## src/hbp_pkg.sv

```systemverilog
/*
 * Constants and types for the H-bridge protection and sleep supervisor.
 * Assumes a 100 MHz system clock; times are kept in their own units.
 */
`default_nettype none
package hbp_pkg;
    // ----------------------------------------
    // Clock and timing
    // ----------------------------------------
    localparam int CLK_MHZ = 100;
    localparam int BLANK_NS = 3750;
    localparam int BLANK_CYC = (BLANK_NS * CLK_MHZ + 999) / 1000;
    localparam int PWM_KHZ = 50;
    localparam int PWM_CYC = (CLK_MHZ * 1000) / PWM_KHZ;
    localparam int WAKE_US = 1000;
    localparam int WAKE_CYC_DEF = WAKE_US * CLK_MHZ;
    localparam int OC_QUAL_NS = 3000;
    localparam int OC_QUAL_CYC = (OC_QUAL_NS * CLK_MHZ + 999) / 1000;
    localparam int CNT_W = 17;
    localparam int NUM_BR = 2;

    // ----------------------------------------
    // Top-level state
    // ----------------------------------------
    typedef enum logic [3:0] {
        HBP_RESET = 4'b0001,
        HBP_SLEEP = 4'b0010,
        HBP_WAKE  = 4'b0100,
        HBP_RUN   = 4'b1000
    } hbp_state_t;
endpackage
`default_nettype wire

```

## src/hbp_supervisor.sv

```systemverilog
/*
 * Supervisor for a dual H-bridge driver: blanking, chopping, reset,
 * sleep and wake, overcurrent, thermal and undervoltage handling.
 * Assumes pin inputs are asynchronous and are synchronised here;
 * analog comparators deliver clean levels on their own inputs.
 */
// How it works
// Ignore sense input 3.75 us after turn-on
// Blanking window is minimum PWM on-time
// Logic reset clears state, disables both bridges
// All control inputs ignored during logic reset
// Sleep disables bridges, pump, regulator, clocks
// Control inputs ignored while sleep held low
// About 1 ms wake settling before operation
// Qualified current limit disables bridge, fault low
// Overcurrent shutdown latched until reset or supply
// High-side or low-side limit trips shutdown
// Overcurrent path independent of chopping sense
// Over-temperature disables bridges, fault low
// Thermal shutdown recovers on its own
// Undervoltage disables everything, holds logic reset
// Undervoltage clear resumes operation automatically
// Chopping trip holds bridge off until next cycle
// Fault output released when no fault remains
`timescale 1ns/1ps
`default_nettype none
module hbp_supervisor
    import hbp_pkg::*;
#(
    parameter int WAKE_CYC = WAKE_CYC_DEF
) (
    // Clock and reset
    input wire logic clk_sys_in,
    input wire logic sys_rst_in,
    // Host control pins
    input wire logic logic_reset_low_in,
    input wire logic sleep_request_low_in,
    input wire logic [1:0] bridge_enable_in,
    // Analog indications
    input wire logic [1:0] current_sense_input_in,
    input wire logic [1:0] hs_limit_in,
    input wire logic [1:0] ls_limit_in,
    input wire logic thermal_trip_in,
    input wire logic supply_undervoltage_lockout_in,
    // Outputs
    output logic [1:0] bridge_drive_out,
    output logic charge_pump_on_out,
    output logic aux_regulator_output_out,
    output logic clocks_run_out,
    output logic ready_out,
    output logic [1:0] overcurrent_trip_out,
    output logic fault_flag_low_out
);
    // ----------------------------------------
    // Input synchronisers
    // ----------------------------------------
    // Two stages on every pin; only the second stage is read below
    logic [9:0] s1_r, s2_r;
    logic [9:0] pins;
    assign pins = {logic_reset_low_in, sleep_request_low_in, bridge_enable_in,
                   current_sense_input_in, hs_limit_in | ls_limit_in,
                   thermal_trip_in, supply_undervoltage_lockout_in};
    always_ff @(posedge clk_sys_in) begin
        if (sys_rst_in) begin
            s1_r <= 10'h0;
            s2_r <= 10'h0;
        end else begin
            s1_r <= pins;
            s2_r <= s1_r;
        end
    end
    logic rst_n, slp_n, hot, low_supply;
    logic [1:0] en, sense, ilim;
    assign rst_n = s2_r[9];
    assign slp_n = s2_r[8];
    assign en = s2_r[7:6];
    assign sense = s2_r[5:4];
    assign ilim = s2_r[3:2];
    assign hot = s2_r[1];
    assign low_supply = s2_r[0];

    function automatic logic [CNT_W-1:0] inc_sat(input logic [CNT_W-1:0] v, input int lim);
        inc_sat = (v >= CNT_W'(lim)) ? v : v + CNT_W'(1);
    endfunction

    // ----------------------------------------
    // Mode state machine
    // ----------------------------------------
    hbp_state_t st_r, st_nxt;
    logic [CNT_W-1:0] wake_r, wake_nxt;
    logic hold_rst;
    assign hold_rst = !rst_n || low_supply;
    always_comb begin
        st_nxt = st_r;
        wake_nxt = wake_r;
        case (st_r)
            HBP_RESET: begin
                if (!hold_rst) st_nxt = slp_n ? HBP_RUN : HBP_SLEEP;
            end
            HBP_SLEEP: begin
                wake_nxt = '0;
                if (slp_n) st_nxt = HBP_WAKE;
            end
            HBP_WAKE: begin
                wake_nxt = inc_sat(wake_r, WAKE_CYC);
                if (!slp_n) st_nxt = HBP_SLEEP;
                else if (wake_r >= CNT_W'(WAKE_CYC - 1)) st_nxt = HBP_RUN;
            end
            HBP_RUN: begin
                if (!slp_n) st_nxt = HBP_SLEEP;
            end
            default: st_nxt = HBP_RESET;
        endcase
        if (hold_rst) begin
            st_nxt = HBP_RESET;
            wake_nxt = '0;
        end
    end
    always_ff @(posedge clk_sys_in) begin
        if (sys_rst_in) begin
            st_r <= HBP_RESET;
            wake_r <= '0;
        end else begin
            st_r <= st_nxt;
            wake_r <= wake_nxt;
        end
    end

    // ----------------------------------------
    // PWM period, blanking, overcurrent per bridge
    // ----------------------------------------
    // One shared period counter; the chop latch is released at its wrap
    logic [CNT_W-1:0] per_r, per_nxt;
    logic [CNT_W-1:0] blk_r [NUM_BR], blk_nxt [NUM_BR];
    logic [CNT_W-1:0] ocq_r [NUM_BR], ocq_nxt [NUM_BR];
    logic [1:0] chop_r, chop_nxt, oc_r, oc_nxt, on_r, on_nxt;
    logic run, wrap;
    assign run = (st_r == HBP_RUN) && !hold_rst && slp_n;
    assign wrap = (per_r == CNT_W'(PWM_CYC - 1));
    always_comb begin
        per_nxt = wrap ? '0 : per_r + CNT_W'(1);
        chop_nxt = chop_r;
        oc_nxt = oc_r;
        on_nxt = on_r;
        for (int b = 0; b < NUM_BR; b++) begin
            blk_nxt[b] = blk_r[b];
            ocq_nxt[b] = ilim[b] ? inc_sat(ocq_r[b], OC_QUAL_CYC) : '0;
            if (ocq_r[b] >= CNT_W'(OC_QUAL_CYC)) oc_nxt[b] = 1'b1;
            on_nxt[b] = run && en[b] && !oc_r[b] && !hot && !chop_r[b];
            if (!on_r[b]) blk_nxt[b] = '0;
            else blk_nxt[b] = inc_sat(blk_r[b], BLANK_CYC);
            // Sense only acts once blanking has expired, so on-time >= blank
            if (on_r[b] && sense[b] && blk_r[b] >= CNT_W'(BLANK_CYC)) chop_nxt[b] = 1'b1;
            if (wrap) chop_nxt[b] = 1'b0;
        end
        if (hold_rst) begin
            chop_nxt = '0;
            oc_nxt = '0;
            on_nxt = '0;
            // Qualifier cleared too, so no trip is latched while held
            for (int b = 0; b < NUM_BR; b++) begin
                ocq_nxt[b] = '0;
            end
        end
    end
    always_ff @(posedge clk_sys_in) begin
        if (sys_rst_in) begin
            per_r <= '0;
            chop_r <= '0;
            oc_r <= '0;
            on_r <= '0;
            for (int b = 0; b < NUM_BR; b++) begin
                blk_r[b] <= '0;
                ocq_r[b] <= '0;
            end
        end else begin
            per_r <= per_nxt;
            chop_r <= chop_nxt;
            oc_r <= oc_nxt;
            on_r <= on_nxt;
            for (int b = 0; b < NUM_BR; b++) begin
                blk_r[b] <= blk_nxt[b];
                ocq_r[b] <= ocq_nxt[b];
            end
        end
    end

    // ----------------------------------------
    // Registered outputs
    // ----------------------------------------
    logic pwr_on, flt_nxt;
    assign pwr_on = !hold_rst && (st_nxt != HBP_SLEEP) && (st_nxt != HBP_RESET);
    assign flt_nxt = !((|oc_nxt) || hot);
    always_ff @(posedge clk_sys_in) begin
        if (sys_rst_in) begin
            bridge_drive_out <= 2'h0;
            charge_pump_on_out <= 1'b0;
            aux_regulator_output_out <= 1'b0;
            clocks_run_out <= 1'b0;
            ready_out <= 1'b0;
            overcurrent_trip_out <= 2'h0;
            fault_flag_low_out <= 1'b1;
        end else begin
            bridge_drive_out <= on_nxt;
            charge_pump_on_out <= pwr_on;
            aux_regulator_output_out <= pwr_on;
            clocks_run_out <= pwr_on;
            ready_out <= (st_nxt == HBP_RUN);
            overcurrent_trip_out <= oc_nxt;
            fault_flag_low_out <= flt_nxt;
        end
    end

    // ----------------------------------------
    // Assertions
    // ----------------------------------------
    property p_reset_off;
        @(posedge clk_sys_in) disable iff (sys_rst_in)
        hold_rst |=> bridge_drive_out == 2'h0;
    endproperty
    a_reset_off: assert property (p_reset_off) else $error("bridge driven in reset");
    property p_reset_state;
        @(posedge clk_sys_in) disable iff (sys_rst_in)
        (hold_rst && en != 2'h0) |=> st_r == HBP_RESET && !ready_out;
    endproperty
    a_reset_state: assert property (p_reset_state) else $error("inputs obeyed in reset");
    property p_sleep_off;
        @(posedge clk_sys_in) disable iff (sys_rst_in)
        (st_r == HBP_SLEEP && !hold_rst && !slp_n)
            |=> !charge_pump_on_out && !aux_regulator_output_out && !clocks_run_out;
    endproperty
    a_sleep_off: assert property (p_sleep_off) else $error("power on in sleep");
    property p_sleep_ign;
        @(posedge clk_sys_in) disable iff (sys_rst_in)
        (st_r == HBP_SLEEP && !slp_n) |=> bridge_drive_out == 2'h0;
    endproperty
    a_sleep_ign: assert property (p_sleep_ign) else $error("drive in sleep");
    property p_wake_wait;
        @(posedge clk_sys_in) disable iff (sys_rst_in)
        (st_r == HBP_WAKE && wake_r < CNT_W'(WAKE_CYC - 1)) |=> st_r != HBP_RUN;
    endproperty
    a_wake_wait: assert property (p_wake_wait) else $error("woke too early");
    property p_oc_trip;
        @(posedge clk_sys_in) disable iff (sys_rst_in)
        (ocq_r[0] >= CNT_W'(OC_QUAL_CYC) && !hold_rst)
            |=> oc_r[0] && !fault_flag_low_out ##1 !bridge_drive_out[0];
    endproperty
    a_oc_trip: assert property (p_oc_trip) else $error("overcurrent not handled");
    property p_oc_latch;
        @(posedge clk_sys_in) disable iff (sys_rst_in)
        (oc_r[1] && !hold_rst) |=> oc_r[1];
    endproperty
    a_oc_latch: assert property (p_oc_latch) else $error("overcurrent unlatched");
    property p_thermal;
        @(posedge clk_sys_in) disable iff (sys_rst_in)
        hot |=> !fault_flag_low_out && bridge_drive_out == 2'h0;
    endproperty
    a_thermal: assert property (p_thermal) else $error("thermal not handled");
    property p_therm_resume;
        @(posedge clk_sys_in) disable iff (sys_rst_in)
        (st_r == HBP_RUN && slp_n && !hold_rst && !hot && en == 2'h3 && oc_r == 2'h0 && chop_r == 2'h0)
            |=> bridge_drive_out == 2'h3;
    endproperty
    a_therm_resume: assert property (p_therm_resume) else $error("no resume after thermal");
    property p_blank;
        @(posedge clk_sys_in) disable iff (sys_rst_in)
        $rose(on_r[0]) |=> !chop_r[0] [*8];
    endproperty
    a_blank: assert property (p_blank) else $error("chop inside blanking");
    property p_min_on;
        @(posedge clk_sys_in) disable iff (sys_rst_in)
        (on_r[0] && blk_r[0] < CNT_W'(BLANK_CYC)) |=> !$rose(chop_r[0]);
    endproperty
    a_min_on: assert property (p_min_on) else $error("on-time below blanking");
    property p_chop_hold;
        @(posedge clk_sys_in) disable iff (sys_rst_in)
        (chop_r[0] && !wrap && !hold_rst) |=> chop_r[0] && !bridge_drive_out[0];
    endproperty
    a_chop_hold: assert property (p_chop_hold) else $error("chop released early");
    property p_uv_off;
        @(posedge clk_sys_in) disable iff (sys_rst_in)
        low_supply |=> bridge_drive_out == 2'h0 && !charge_pump_on_out && !ready_out && st_r == HBP_RESET;
    endproperty
    a_uv_off: assert property (p_uv_off) else $error("active in undervoltage");
    property p_run_after;
        @(posedge clk_sys_in) disable iff (sys_rst_in)
        (st_r == HBP_RESET && !hold_rst && slp_n) |=> ready_out;
    endproperty
    a_run_after: assert property (p_run_after) else $error("no resume after reset");
    property p_sleep_stay;
        @(posedge clk_sys_in) disable iff (sys_rst_in)
        (st_r == HBP_SLEEP && !slp_n) |=> st_r != HBP_RUN && !ready_out;
    endproperty
    a_sleep_stay: assert property (p_sleep_stay) else $error("left sleep early");
    property p_flt_rel;
        @(posedge clk_sys_in) disable iff (sys_rst_in)
        (!hot && (hold_rst || (oc_r == 2'h0 && ocq_r[0] < CNT_W'(OC_QUAL_CYC) && ocq_r[1] < CNT_W'(OC_QUAL_CYC))))
            |=> fault_flag_low_out;
    endproperty
    a_flt_rel: assert property (p_flt_rel) else $error("fault not released");

    // ----------------------------------------
    // Coverage
    // ----------------------------------------
    c_chop: cover property (@(posedge clk_sys_in) $rose(chop_r[0]));
    c_oc: cover property (@(posedge clk_sys_in) $rose(oc_r[1]));
    c_wake: cover property (@(posedge clk_sys_in) st_r == HBP_WAKE ##1 st_r == HBP_RUN);
    c_resume: cover property (@(posedge clk_sys_in) $fell(hot) ##1 bridge_drive_out != 2'h0);
endmodule
`default_nettype wire

```

## config.mk

```make
export PLATFORM = sky130hd
export DESIGN_NAME = hbp_supervisor
export DESIGN_NICKNAME = d
export VERILOG_FILES = /design/src/hbp_pkg.sv /design/src/hbp_supervisor.sv
export SDC_FILE = /design/constraint.sdc
export NUM_CORES = 1
export LEC_CHECK = 0
export BUFFER_PORTS_ARGS = -buffer_cell sky130_fd_sc_hd__buf_4
export CAP_MARGIN = 10
export CORE_MARGIN = 2
export CORE_UTILIZATION = 25
export CTS_CLUSTER_SIZE = 14
export DETAILED_ROUTE_END_ITERATION = 7
export PLACE_DENSITY_LB_ADDON = 0.05
export SETUP_SLACK_MARGIN = 0.02
export SYNTH_ARGS = -nofsm -noshare
export SYNTH_HDL_FRONTEND = slang
export SYNTH_SLANG_ARGS = --single-unit
```

## constraint.sdc

```tcl
create_clock -name clk_sys_in -period 1.9 [get_ports clk_sys_in]
set_input_delay 0.475 -clock clk_sys_in [delete_from_list [all_inputs] [get_ports clk_sys_in]]
set_output_delay 0.475 -clock clk_sys_in [all_outputs]
set_load 0.02 [all_outputs]
```

==> results.yml <==
global_routing:
  grt_max_degree: 28
  grt_pass1_wl_um: 18400
  grt_pass1_vias: 3765
  track_usage: 0.106
  antenna_found_initial: 0
  grt-ovfl-total: 0
routing:
  drt_drc_violations_left: 0
  vias_per_cell: 4.35
  drt_pre_antenna_iters: 4
  drtIter0Drc: 104
  wl_per_cell_um: 12.3
  ant_nets: 0
  routed_wl_um: 10900
  vias: 3839
clock_tree:
  clk_pin_slew_ns: 0.06
  clock_tree.root_cell: "clkbuf_16"
  clock_path_buffers: 2
  numCtsBuffers: 17
  cts_tree: "yes"
  htreeDepth: 4
  clock_latency_ns: 0.41
  numClockSinks: 135
  post_cts_buffers: 0
  cts_hold_buf: 0
setup_path:
  critPathCaptureType: "flip-flop"
  crit_top_cell: "a21o_1"
  cp_slowest_stage_delay_ns: 0.35
  cp_max_fo: 7
  crit_type: "reg2reg"
  start_kind: "flip-flop"
  path_cells: "ha_2 > a21o_1 > a21o_1 > a31oi_2 > buf_6 > nand4_1 > xor2_1 > nor2_1"
  worstPathRequired_ns: 2.19
  worstPathArrival_ns: 2.08
  cp_slowest_cell: "dfxtp_1"
status:
  status: "finished clean"
sta:
  worst_pin_slew_ns: 0.560
  setup_ws_ns: 0.109
  drv_slew: 0
  rsz0062_at_grt: "true"
  holdWs_ns: 0.271
  hold_viol_final: 0
  slew_headroom: 0.625
  fin_skew_ns: 0.00741
  fin_tns_setup_ns: 0
  fmax_ghz: 0.558
  period_needed_ns: 1.79
  setup_viol: 0
  period_share: 0.943
yosys:
  synth_top_cell_by_area: "dfxtp_1"
  synth-seq-cells: 135
  synth_cell_types: 46
  synth_top_area_share: 0.520
  yosysMostFrequentCell: "dfxtp_1"
  yosysWarningCount: 0
  synth_edf_count: 0
  async_reset_ff_frac: 0
  synthTopCellsByCount: "dfxtp_1 (135), nor2_1 (81), nand2_1 (33)"
  syn_inst: 549
  synth_nets: 572
  syn_area_per_cell_um2: 9.46
  netlist_area_um2: 5190
  synth_ff_type: "dfxtp_1"
  seq_area_frac_synth: 0.520
  synthTopCellsByArea: "dfxtp_1 (52%), nor2_1 (5.9%), xnor2_1 (4.7%)"
pwr:
  p_switching_mw: 1.36
  switching_share: 0.201
  intPower_mw: 5.42
  p_leak_nw: 2.51
  combPwrFrac: 0.016
  pwr-share-clk: 0.561
  total_power_mw: 6.78
  seqPwrFrac: 0.424
  worst_ir_drop_vdd_v: 0.000601
  powerDensity_nw_per_um2: 1030
placed_design:
  gp_congestion: 0.724
  port_buffers: 22
  dp_hpwl_um: 7370
  place_ws_ns: -0.0144
die:
  ios: 23
  chipWidth_um: 148
  dieArea_um2: 21900
  core_area_um2: 20300
  initial_utilization: 0.256
  fp.dieH_um: 148
  row_count: 52
layout:
  register_area_um2: 2700
  finalCoreUtilization: 0.323
  antennaDiodeCount: 0
  area_growth_pct: 26.4
  fillCellCount: 2138
  drive_gt1_frac: 0.155
  multi_input_area_um2: 2420
  nNetsFinal: 622
worst_hold_path:
  hold_path_class: "in2reg"
run:
  maxCapViolCount: 0
## state kept, by name, indices dropped and copies added (netlist names), 4 cells and up
signal / flops
blk_r: 34
ocq_r: 34
per_r: 17
s1_r: 10
s2_r: 10
st_r: 4
wake_r: 17
## cells by family (layout without fill, tap and decap cells)
kind of cell / count (synthesis) / in the layout / share of synthesized area
XOR/XNOR: 54 / 54 / 0.0911
flip-flops: 135 / 135 / 0.520
adder cells (fa/ha/maj): 9 / 9 / 0.0217
multiplexers: 2 / 2 / 0.00386
AND/OR/NAND/NOR: 274 / 274 / 0.275
buffers and inverters: 28 / 91 / 0.0248
AO/OA/AOI/OAI: 47 / 47 / 0.0634
## layer usage
metal | routed length (µm) | global-route usage
met4 | 116 | 0.0390
met1 | 5700 | 0.143
met3 | 360 | 0.0362
met2 | 4690 | 0.156
met5 | 0 | 0
## layout make-up
class,instances,share of cell area
clock inverter,14,0.0376
clock buffer,18,0.0669
sequential,135,0.412
inverter,12,0.00686
multi-input combinational,386,0.368
timing repair buffer,47,0.0568
tap,270,0.0515
## worst paths after layout
path	startpoint	to	slack [ns]	cells past startpoint
hold / removal	hs_limit_in[0]	s1_r[2]	0.27	3
setup reg to reg	blk_r[0][0]	blk_r[0][3]	0.11	8
setup / recovery	blk_r[0][0]	blk_r[0][3]	0.11	8
hold reg to reg	s1_r[3]	s2_r[3]	0.44	1
## metrics by stage
stage          instances  instance area, µm²
6_report             882                6560
5_1_grt              882                6560
4_1_cts              882                6510
3_5_place_dp         850                5810
3_3_place_gp         850                5810
2_1_floorplan        549                5190
## critical path, delay by kind of cell (launching register included)
kind,cells,cell delay (ns)
AO/OA/AOI/OAI,3,0.60
XOR/XNOR,1,0.15
adder cells (fa/ha/maj),1,0.23
buffers and inverters,1,0.17
flip-flops,1,0.35
AND/OR/NAND/NOR,2,0.17
## what timing repair did
item	in CTS	in global routing
resized for setup	2	10
setup endpoints to repair	5	22
hold endpoints to repair	0	0
## cell usage in the layout (no fill, tap or decap), types with 8 or more instances in the layout
cell       Yosys  routed
xor2_1        26      26
nand4_1       13      13
nor2b_1       23      23
nor3_1        15      14
nor2_1        81      81
xnor2_1       28      28
inv_1         12      12
nor4_1        14      11
nand2_1       33      33
clkbuf_16      0      17
nand3_1       18      18
dfxtp_1      135     135
and2_1        19      19
and3_1        29      28
a31oi_1        8       8
a21oi_1       10      10
ha_1           9       8
buf_4          4      44
## power groups by stage
stage	combinational [mW]	sequential (mW)	clock (mW)
4_1_cts	0.108	2.88	3.92
5_1_grt	0.120	2.88	4.05
2_1_floorplan	0.0591	2.93	0
3_5_place_dp	0.108	2.94	0
3_3_place_gp	0.107	2.94	0
6_report	0.106	2.88	3.80
No activity file was read; power rests on OpenSTA's default activity.
